File: config.mk
export PLATFORM = sky130hd
export DESIGN_NAME = floppy_read_id_track_sequencer
export DESIGN_NICKNAME = d
export VERILOG_FILES = /design/src/frts_pkg.sv /design/src/floppy_read_id_track_sequencer.sv /design/src/frts_fifo.sv
export SDC_FILE = /design/constraint.sdc
export NUM_CORES = 1
export LEC_CHECK = 0
export BUFFER_PORTS_ARGS = -buffer_cell sky130_fd_sc_hd__buf_4
export CORE_MARGIN = 2
export CORE_UTILIZATION = 32
export DETAILED_ROUTE_END_ITERATION = 10
export PLACE_DENSITY = 0.55
export SLEW_MARGIN = 30
export SYNTH_ARGS = -nofsm -noshare
export SYNTH_HDL_FRONTEND = slang
export SYNTH_SLANG_ARGS = --single-unit
File: constraint.sdc
create_clock -name mclk -period 4 [get_ports mclk]
set_input_delay 0.8 -clock mclk [delete_from_list [all_inputs] [get_ports mclk]]
set_output_delay 0.8 -clock mclk [all_outputs]
set_load 0.01 [all_outputs]
File: src/frts_pkg.sv
// Constants, command codes and result-byte fields for the read sequencer.
// Assumes an 8-bit command and result byte stream; only sector data bytes pass through the data FIFO.
package frts_pkg;
  // ==========================================================================
  // Command opcodes (low five bits of the opcode byte).
  localparam logic [4:0] OP_READ_DEL   = 5'h0c;
  localparam logic [4:0] OP_READ_ID    = 5'h0a;
  localparam logic [4:0] OP_READ_TRACK = 5'h02;
  localparam int unsigned OPC_LSB      = 0;
  localparam int unsigned OPC_MSB      = 4;
  localparam int unsigned BIT_MT       = 7;
  localparam int unsigned BIT_MFM      = 6;
  localparam int unsigned BIT_SK       = 5;
  localparam int unsigned BIT_IPS      = 7;
  localparam int unsigned BIT_HD       = 2;
  localparam int unsigned BIT_DS1      = 1;
  localparam int unsigned BIT_DS0      = 0;
  // ==========================================================================
  // Command and result lengths.
  localparam logic [3:0] LEN_ID_CMD    = 4'h2;
  localparam logic [3:0] LEN_RW_CMD    = 4'h9;
  localparam logic [2:0] LEN_RESULT    = 3'h7;
  // ==========================================================================
  // Result byte fields.
  localparam logic [1:0] TC_NORMAL     = 2'h0;
  localparam logic [1:0] TC_ABNORMAL   = 2'h1;
  localparam int unsigned RA_TC_LSB    = 6;
  localparam int unsigned RB_NO_AM     = 0;
  localparam int unsigned RB_NO_DATA   = 2;
  localparam int unsigned RB_CRC       = 5;
  localparam int unsigned RC_CRC       = 5;
  localparam int unsigned RC_CTRL_MARK = 6;
  // ==========================================================================
  // Timing: delay-before-processing unit time and its cycle count.
  localparam int unsigned CLK_PERIOD_PS = 5000;
  localparam int unsigned DBP_UNIT_US   = 1;
  localparam int unsigned DBP_UNIT_CYC  =
    (DBP_UNIT_US * 1000000) / CLK_PERIOD_PS;
  localparam logic [7:0] SECTOR_FIRST  = 8'h01;
  localparam int unsigned FIFO_W       = 8;
  localparam int unsigned FIFO_D       = 16;
  typedef enum logic [3:0] {
    FRTS_IDLE, FRTS_CMD, FRTS_DELAY, FRTS_WAIT_IDX, FRTS_SEARCH,
    FRTS_DATA, FRTS_NEXT, FRTS_RESULT
  } frts_state_e;
endpackage : frts_pkg

File: src/floppy_read_id_track_sequencer.sv
// Read deleted data, read identification and read whole track sequencer.
// Assumes synchronous command bytes from the host, a data separator that
// reports address fields and data bytes, and an external DMA handshake.
`timescale 1ns/1ps
`default_nettype none
module floppy_read_id_track_sequencer
  import frts_pkg::*;
(
  input  wire logic       mclk,
  input  wire logic       resetn,
  input  wire logic [7:0] cmd_byte,
  input  wire logic       cmd_write,
  input  wire logic [7:0] dbp_factor,
  input  wire logic       dma_mode,
  input  wire logic       revolution_pulse_n,
  input  wire logic       hdr_valid,
  input  wire logic [7:0] hdr_track,
  input  wire logic [7:0] hdr_head,
  input  wire logic [7:0] hdr_sector,
  input  wire logic [7:0] hdr_size,
  input  wire logic       hdr_crc_err,
  input  wire logic       address_mark,
  input  wire logic       mark_deleted,
  input  wire logic       sec_byte_valid,
  input  wire logic [7:0] sec_byte,
  input  wire logic       sec_done,
  input  wire logic       sec_crc_err,
  input  wire logic       host_read,
  input  wire logic       dma_ack,
  output logic [7:0]      host_data,
  output logic            host_data_valid,
  output logic            dma_request,
  output logic            separator_enable,
  output logic            step_request,
  output logic            sector_overrun,
  output logic            busy,
  output logic            floppy_interrupt_line
);
  // ==========================================================================
  // Pin synchronisers and command decode.
  logic        rev_s1_r;
  logic        rev_s2_r;
  logic        rev_old_r;
  logic        rev_pulse;
  frts_state_e state_r;
  logic [3:0]  cmd_idx_r;
  logic [3:0]  cmd_len_r;
  logic [4:0]  op_r;
  logic        skip_r;
  logic [7:0]  want_trk_r;
  logic [7:0]  want_hd_r;
  logic [7:0]  want_sz_r;
  logic [7:0]  final_r;
  logic [7:0]  sec_cnt_r;
  logic [31:0] dly_r;
  logic [1:0]  rev_cnt_r;
  logic [7:0]  res_a_r;
  logic [7:0]  res_b_r;
  logic [7:0]  res_c_r;
  logic [7:0]  id_trk_r;
  logic [7:0]  id_hd_r;
  logic [7:0]  id_sec_r;
  logic [7:0]  id_sz_r;
  logic [2:0]  res_idx_r;
  logic        stop_after_r;
  logic        in_ready;
  logic [7:0]  f_data;
  logic        f_valid;
  logic        f_ready;
  logic        f_push;
  logic        take;
  logic [7:0]  res_byte;

  function automatic logic [3:0] frts_len(input logic [4:0] op);
    if (op == OP_READ_ID) begin
      return LEN_ID_CMD;
    end
    return LEN_RW_CMD;
  endfunction : frts_len

  function automatic logic frts_known(input logic [4:0] op);
    return (op == OP_READ_ID) || (op == OP_READ_TRACK) || (op == OP_READ_DEL);
  endfunction : frts_known

  always_ff @(posedge mclk or negedge resetn) begin
    if (!resetn) begin
      rev_s1_r <= 1'b1;
      rev_s2_r <= 1'b1;
      rev_old_r <= 1'b1;
    end else begin
      rev_s1_r <= revolution_pulse_n;
      rev_s2_r <= rev_s1_r;
      rev_old_r <= rev_s2_r;
    end
  end
  assign rev_pulse = rev_old_r && !rev_s2_r;

  // ==========================================================================
  // Data path FIFO toward the host.
  // DMA or processor
  assign f_push = (state_r == FRTS_DATA) && sec_byte_valid;
  assign f_ready = dma_mode ? dma_ack : host_read;
  frts_fifo #(.WIDTH(FIFO_W), .DEPTH(FIFO_D)) u_fifo (
    .mclk      (mclk),
    .resetn    (resetn),
    .in_data   (sec_byte),
    .in_valid  (f_push),
    .in_ready  (in_ready),
    .out_data  (f_data),
    .out_valid (f_valid),
    .out_ready (f_ready)
  );

  always_comb begin
    unique case (res_idx_r)
      3'h0: res_byte = res_a_r;
      3'h1: res_byte = res_b_r;
      3'h2: res_byte = res_c_r;
      3'h3: res_byte = id_trk_r;
      3'h4: res_byte = id_hd_r;
      3'h5: res_byte = id_sec_r;
      default: res_byte = id_sz_r;
    endcase
  end

  // ==========================================================================
  // Command sequencer.
  assign take = (state_r == FRTS_DATA) && sec_done;
  always_ff @(posedge mclk or negedge resetn) begin
    if (!resetn) begin
      state_r <= FRTS_IDLE;
      cmd_idx_r <= '0;
      cmd_len_r <= '0;
      op_r <= '0;
      skip_r <= 1'b0;
      want_trk_r <= '0;
      want_hd_r <= '0;
      want_sz_r <= '0;
      final_r <= '0;
      sec_cnt_r <= '0;
      dly_r <= '0;
      rev_cnt_r <= '0;
      res_a_r <= '0;
      res_b_r <= '0;
      res_c_r <= '0;
      id_trk_r <= '0;
      id_hd_r <= '0;
      id_sec_r <= '0;
      id_sz_r <= '0;
      res_idx_r <= '0;
      stop_after_r <= 1'b0;
      floppy_interrupt_line <= 1'b0;
      sector_overrun <= 1'b0;
    end else begin
      unique case (state_r)
        FRTS_IDLE: begin
          if (cmd_write && frts_known(cmd_byte[OPC_MSB:OPC_LSB])) begin
            op_r <= cmd_byte[OPC_MSB:OPC_LSB];
            skip_r <= cmd_byte[BIT_SK] &&
                      (cmd_byte[OPC_MSB:OPC_LSB] == OP_READ_DEL);
            cmd_len_r <= frts_len(cmd_byte[OPC_MSB:OPC_LSB]);
            cmd_idx_r <= 4'h1;
            res_a_r <= '0;
            res_b_r <= '0;
            res_c_r <= '0;
            stop_after_r <= 1'b0;
            sector_overrun <= 1'b0;
            floppy_interrupt_line <= 1'b0;
            state_r <= FRTS_CMD;
          end
        end
        FRTS_CMD: begin
          if (cmd_write) begin
            unique case (cmd_idx_r)
              4'h1: res_a_r[BIT_HD:BIT_DS0] <= cmd_byte[BIT_HD:BIT_DS0];
              4'h2: want_trk_r <= cmd_byte;
              4'h3: want_hd_r <= cmd_byte;
              4'h5: want_sz_r <= cmd_byte;
              4'h6: final_r <= cmd_byte;
              default: ;
            endcase
            cmd_idx_r <= cmd_idx_r + 4'h1;
            if (cmd_idx_r + 4'h1 == cmd_len_r) begin
              dly_r <= 32'(dbp_factor) * 32'(DBP_UNIT_CYC);
              state_r <= FRTS_DELAY;
            end
          end
        end
        FRTS_DELAY: begin
          if (cmd_write) begin
            res_a_r[7:RA_TC_LSB] <= TC_ABNORMAL;
            state_r <= FRTS_RESULT;
          end else if (dly_r != '0) begin
            dly_r <= dly_r - 32'h1;
          end else begin
            rev_cnt_r <= '0;
            sec_cnt_r <= SECTOR_FIRST;
            state_r <= (op_r == OP_READ_TRACK) ? FRTS_WAIT_IDX : FRTS_SEARCH;
          end
        end
        FRTS_WAIT_IDX: begin
          if (cmd_write) begin
            res_a_r[7:RA_TC_LSB] <= TC_ABNORMAL;
            state_r <= FRTS_RESULT;
          end else if (rev_pulse) begin
            state_r <= FRTS_SEARCH;
          end
        end
        FRTS_SEARCH: begin
          if (rev_pulse && !address_mark) begin
            rev_cnt_r <= rev_cnt_r + 2'h1;
          end
          if (cmd_write) begin
            res_a_r[7:RA_TC_LSB] <= TC_ABNORMAL;
            state_r <= FRTS_RESULT;
          end else if (rev_pulse && !address_mark && rev_cnt_r == 2'h1) begin
            res_a_r[7:RA_TC_LSB] <= TC_ABNORMAL;
            res_b_r[RB_NO_AM] <= 1'b1;
            state_r <= FRTS_RESULT;
          end else if (hdr_valid) begin
            id_trk_r <= hdr_track;
            id_hd_r <= hdr_head;
            id_sec_r <= hdr_sector;
            id_sz_r <= hdr_size;
            if (op_r == OP_READ_ID) begin
              state_r <= FRTS_RESULT;
            end else if (op_r == OP_READ_TRACK) begin
              if (hdr_track != want_trk_r || hdr_head != want_hd_r ||
                  hdr_size != want_sz_r) begin
                res_b_r[RB_NO_DATA] <= 1'b1;
              end
              if (hdr_crc_err) begin
                res_b_r[RB_CRC] <= 1'b1;
              end
              state_r <= FRTS_DATA;
            end else if (mark_deleted) begin
              state_r <= FRTS_DATA;
            end else begin
              res_c_r[RC_CTRL_MARK] <= 1'b1;
              stop_after_r <= !skip_r;
              state_r <= skip_r ? FRTS_NEXT : FRTS_DATA;
            end
          end
        end
        FRTS_DATA: begin
          if (sec_byte_valid && !in_ready) begin
            sector_overrun <= 1'b1;
          end
          if (take) begin
            if (sec_crc_err) begin
              res_b_r[RB_CRC] <= 1'b1;
              res_c_r[RC_CRC] <= 1'b1;
              // The checksum pulse is gone by the next state, so latch it.
              if (op_r != OP_READ_TRACK) begin
                res_a_r[7:RA_TC_LSB] <= TC_ABNORMAL;
                stop_after_r <= 1'b1;
              end
            end
            state_r <= FRTS_NEXT;
          end
        end
        FRTS_NEXT: begin
          id_sec_r <= sec_cnt_r;
          if (stop_after_r || sec_cnt_r >= final_r) begin
            state_r <= FRTS_RESULT;
          end else begin
            sec_cnt_r <= sec_cnt_r + 8'h1;
            rev_cnt_r <= '0;
            state_r <= FRTS_SEARCH;
          end
        end
        FRTS_RESULT: begin
          if (!f_valid) begin
            floppy_interrupt_line <= 1'b1;
          end
          if (floppy_interrupt_line && host_read && host_data_valid) begin
            if (res_idx_r == LEN_RESULT - 3'h1) begin
              res_idx_r <= '0;
              floppy_interrupt_line <= 1'b0;
              state_r <= FRTS_IDLE;
            end else begin
              res_idx_r <= res_idx_r + 3'h1;
            end
          end
        end
        default: state_r <= FRTS_IDLE;
      endcase
    end
  end

  // ==========================================================================
  // Registered outputs.
  always_ff @(posedge mclk or negedge resetn) begin
    if (!resetn) begin
      host_data <= '0;
      host_data_valid <= 1'b0;
      dma_request <= 1'b0;
      separator_enable <= 1'b0;
      step_request <= 1'b0;
      busy <= 1'b0;
    end else begin
      host_data_valid <= f_valid || floppy_interrupt_line;
      host_data <= f_valid ? f_data : res_byte;
      dma_request <= dma_mode && f_valid;
      separator_enable <= (state_r == FRTS_SEARCH) || (state_r == FRTS_DATA);
      step_request <= 1'b0;
      busy <= (state_r != FRTS_IDLE);
    end
  end
endmodule : floppy_read_id_track_sequencer
`default_nettype wire

File: src/frts_fifo.sv
// Synchronous FIFO with a combinational read of its memory.
// Assumes one clock; reads and writes follow valid and ready.
`timescale 1ns/1ps
`default_nettype none
module frts_fifo #(
  parameter int unsigned WIDTH = 8,
  parameter int unsigned DEPTH = 16
) (
  input  wire logic             mclk,
  input  wire logic             resetn,
  input  wire logic [WIDTH-1:0] in_data,
  input  wire logic             in_valid,
  output var  logic             in_ready,
  output var  logic [WIDTH-1:0] out_data,
  output var  logic             out_valid,
  input  wire logic             out_ready
);
  localparam int unsigned AW = $clog2(DEPTH);
  logic [WIDTH-1:0] mem [DEPTH];
  logic [AW-1:0]    wp_r;
  logic [AW-1:0]    rp_r;
  logic [AW:0]      cnt_r;
  logic             push;
  logic             pop;
  // Read data comes straight from the memory at the read pointer, so a word waits there until popped.
  assign in_ready = (cnt_r != (AW+1)'(DEPTH));
  assign push     = in_valid && in_ready;
  assign pop      = out_valid && out_ready;
  always_ff @(posedge mclk) begin
    if (push) begin
      mem[wp_r] <= in_data;
    end
  end
  always_ff @(posedge mclk or negedge resetn) begin
    if (!resetn) begin
      wp_r <= '0;
      rp_r <= '0;
      cnt_r <= '0;
    end else begin
      if (push) begin
        wp_r <= wp_r + 1'b1;
      end
      if (pop) begin
        rp_r <= rp_r + 1'b1;
      end
      cnt_r <= cnt_r + (AW+1)'(push) - (AW+1)'(pop);
    end
  end
  assign out_valid = (cnt_r != '0);
  assign out_data  = mem[rp_r];
endmodule : frts_fifo
`default_nettype wire

==> impl_results.md <==
- Ranking of synthesized cells by area: dfrtp_1 28%, edfxtp_1 27%, mux4_2 6.3%
- Critical path arrival: 3.73 ns
- Post-synth EDFFs: 128
- Overall routed net length: 35790 um
- Sink Count: 292
- Clock root cell: clkbuf_16
- Worst min path class: primary input to asynchronous set/reset pin
- Area leader, netlist: dfrtp_1
- Area growth from synthesis to final layout: 17.97%
- Largest net degree at the start of global routing: 81
- Filler cells: 4190
- Avg WL per Cell: 19.27 um
- Top cell type's share of synthesized area: 28.33%
- Peak supply drop: 0.0002949 V
- Final nets: 1372
- Clock period minus worst slack: 3.302 ns
- Clock Latency Late Sink: 0.52 ns
- Hold-fix buffers, CTS: 0
- Most common cell after layout, fill and taps aside: dfrtp_1
- Worst r2r path cells: 8
- H-tree levels: 2
- R2r setup slk: 0.70 ns
- Register area share after synthesis: 55.90%
- Die area: 46150 um^2
- Final setup viols: 0
- Slew Viols, Final: 0
- RSZ-0062 raised after global routing: no
- Max Buffers Root-to-Sink: 3
- Tightest Pin Transition: 0.8670 ns
- CTS tree: built
- Clock-pin transition on the worst setup and hold timing paths: 0.05 ns
- Most frequent cells in the layout: 160 x dfrtp_1, 128 x edfxtp_1, 114 x buf_4, 87 x nor2_1, 68 x nand2_1
- Fmax: 302.8 MHz
- Port bufs: 83
- Worst setup margin: 0.6980 ns
- Crit Path Max Fanout: 27
- Most used DFF post-synth: dfrtp_1
- Biggest regs: u_fifo.mem: 128 flops, dly_r: 32 flops
- LEAKAGE: 0.006811 uW
- Detail Placement HPWL: 24990 um
- Reg2reg end: dly_r[29]
- CORE AREA: 44030 um^2
- Layout cells sized above 1: 22.21%
- Period utilization: 82.55%
- Ys async rst share: 56.16%
- I/O pin total: 85
- Place WS: 0.4670 ns
- Worst hold slack: 0.3399 ns
- Relative slew slack: 41.71%
- First DRT Iteration DRCs: 662
- Post-synth net total: 1268
- Synthesized flop and latch total: 292
- FF+latch area: 7953 um^2
- Mean area per synthesized cell: 12.49 um^2
- Yosys warns: 0
- Vias in the first global route: 9418
- Synthesized instance count: 1139
- Final antenna-violating net count: 0
- Die width: 214.8 um
- Startpoint types: register
- Post-CTS setup buffer count: 0
- Maximum Capacitance Violations: 0
- Global-route wire length before repair: 56470 um
- Status: finished clean
- Pwr/cell area: 665.0 nW/um^2
- Required time of the critical path: 4.43 ns
- Critical path type: register to register
- Setup TNS: 0 ns
- DRC viols: 0
- Worst reg2reg startpoint: cmd_idx_r[0]
- Synth unique cells: 74
- Global route overflow: 0
- Largest register by flop count: u_fifo.mem
- Crit end category: register
- Die H: 214.8 um
- Number of CTS-inserted buffers: 34
- # resized after CTS: 0
- ANT cells: 0
- Clock skew: 0.01728 ns
- Vias: 9474
- Final Hold Violating Endpoints: 0
- Global-route usage over all layers: 15.65%
- Max reg flops: 128
- Initial core utilization: 32.31%
- Routability congestion estimate from global placement: 0.7835
- Routed vias/inst: 5.102
- Initial antenna violation count: 0
- Number of cell rows: 77
- Area of the multi-input gates: 5899 um^2
- Synthesized area: 14220 um^2
- TritonRoute pass-1 iters: 7
[how the worst max path moves through the flow]
stage	from	end	slack, ns	depth (start not counted)
3_5_place_dp	dbp_factor[3]	dly_r[15]	0.47	12
3_3_place_gp	dbp_factor[3]	dly_r[15]	0.47	12
5_1_grt	cmd_idx_r[0]	dly_r[27]	0.51	8
2_1_floorplan	dbp_factor[3]	dly_r[15]	0.81	11
4_1_cts	cmd_idx_r[0]	dly_r[29]	0.67	8
6_report	cmd_idx_r[0]	dly_r[29]	0.70	8
[where the power goes]
group | total, uW | internal (uW) | switching [uW]
Clock | 3070 | 1840 | 1230
Combinational | 3670 | 1730 | 1940
Sequential | 4420 | 3780 | 643
[stage by stage]
stage	utilization, %	cells	power [uW]	cell area, um^2
final	38.11	1857	11160	16780
after global routing	38.11	1857	11890	16780
after floorplan	-	1139	6920	14220
after global placement	35.61	1799	8083	15680
after CTS	38.10	1857	11280	16770
after detailed placement	35.61	1799	8162	15680
[worst max-delay path, stage by stage (launching register included)]
cell and delay, ns:
dfrtp_1 0.46, inv_1 0.09, ha_1 0.33, xnor2_1 0.18, nor4b_4 0.32, a21oi_2 0.13
or4_1 0.93, or4_1 0.63, a21oi_1 0.15
[synthesized netlist by cell type, types with 12 or more instances]
library cell / instances
dfrtp_1: 161
mux2i_1: 24
a31oi_1: 12
nand2_1: 68
nand3_1: 19
nor4_1: 15
clkbuf_1: 34
nor2_1: 87
inv_1: 48
mux2_2: 59
mux4_2: 40
edfxtp_1: 128
nand2b_1: 18
a21oi_1: 55
nor3_1: 17
ha_1: 55
xor2_1: 18
o21ai_0: 62
xnor2_1: 25
o31ai_1: 14
[routing by layer]
| metal | GRT usage, % | wire, um |
|---|---|---|
| met5 | 0 | 0 |
| met4 | 4.074 | 705 |
| met3 | 1.982 | 1024 |
| met2 | 25.69 | 17240 |
| met1 | 21.93 | 16820 |
[final cells by class]
class | count | area share [%]
well taps | 592 | 4.414
repair buffers | 117 | 5.406
clock buffers | 47 | 5.607
multi-input cells | 749 | 35.16
clock inverters | 11 | 0.9246
flip-flops and latches | 292 | 47.39
inverters | 49 | 1.096
[cell families after synthesis]
logic type / after synthesis / share of synthesized area (%)
AND/OR/NAND/NOR: 311 / 11.34
flip-flops: 292 / 55.90
AO/OA/AOI/OAI: 211 / 9.175
multiplexers: 123 / 12.69
buffers and inverters: 98 / 2.701
adder cells (fa/ha/maj): 59 / 5.401
XOR/XNOR: 44 / 2.762
other: 1 / 0.02636
Note: power is estimated with default switching activity, not from simulation.
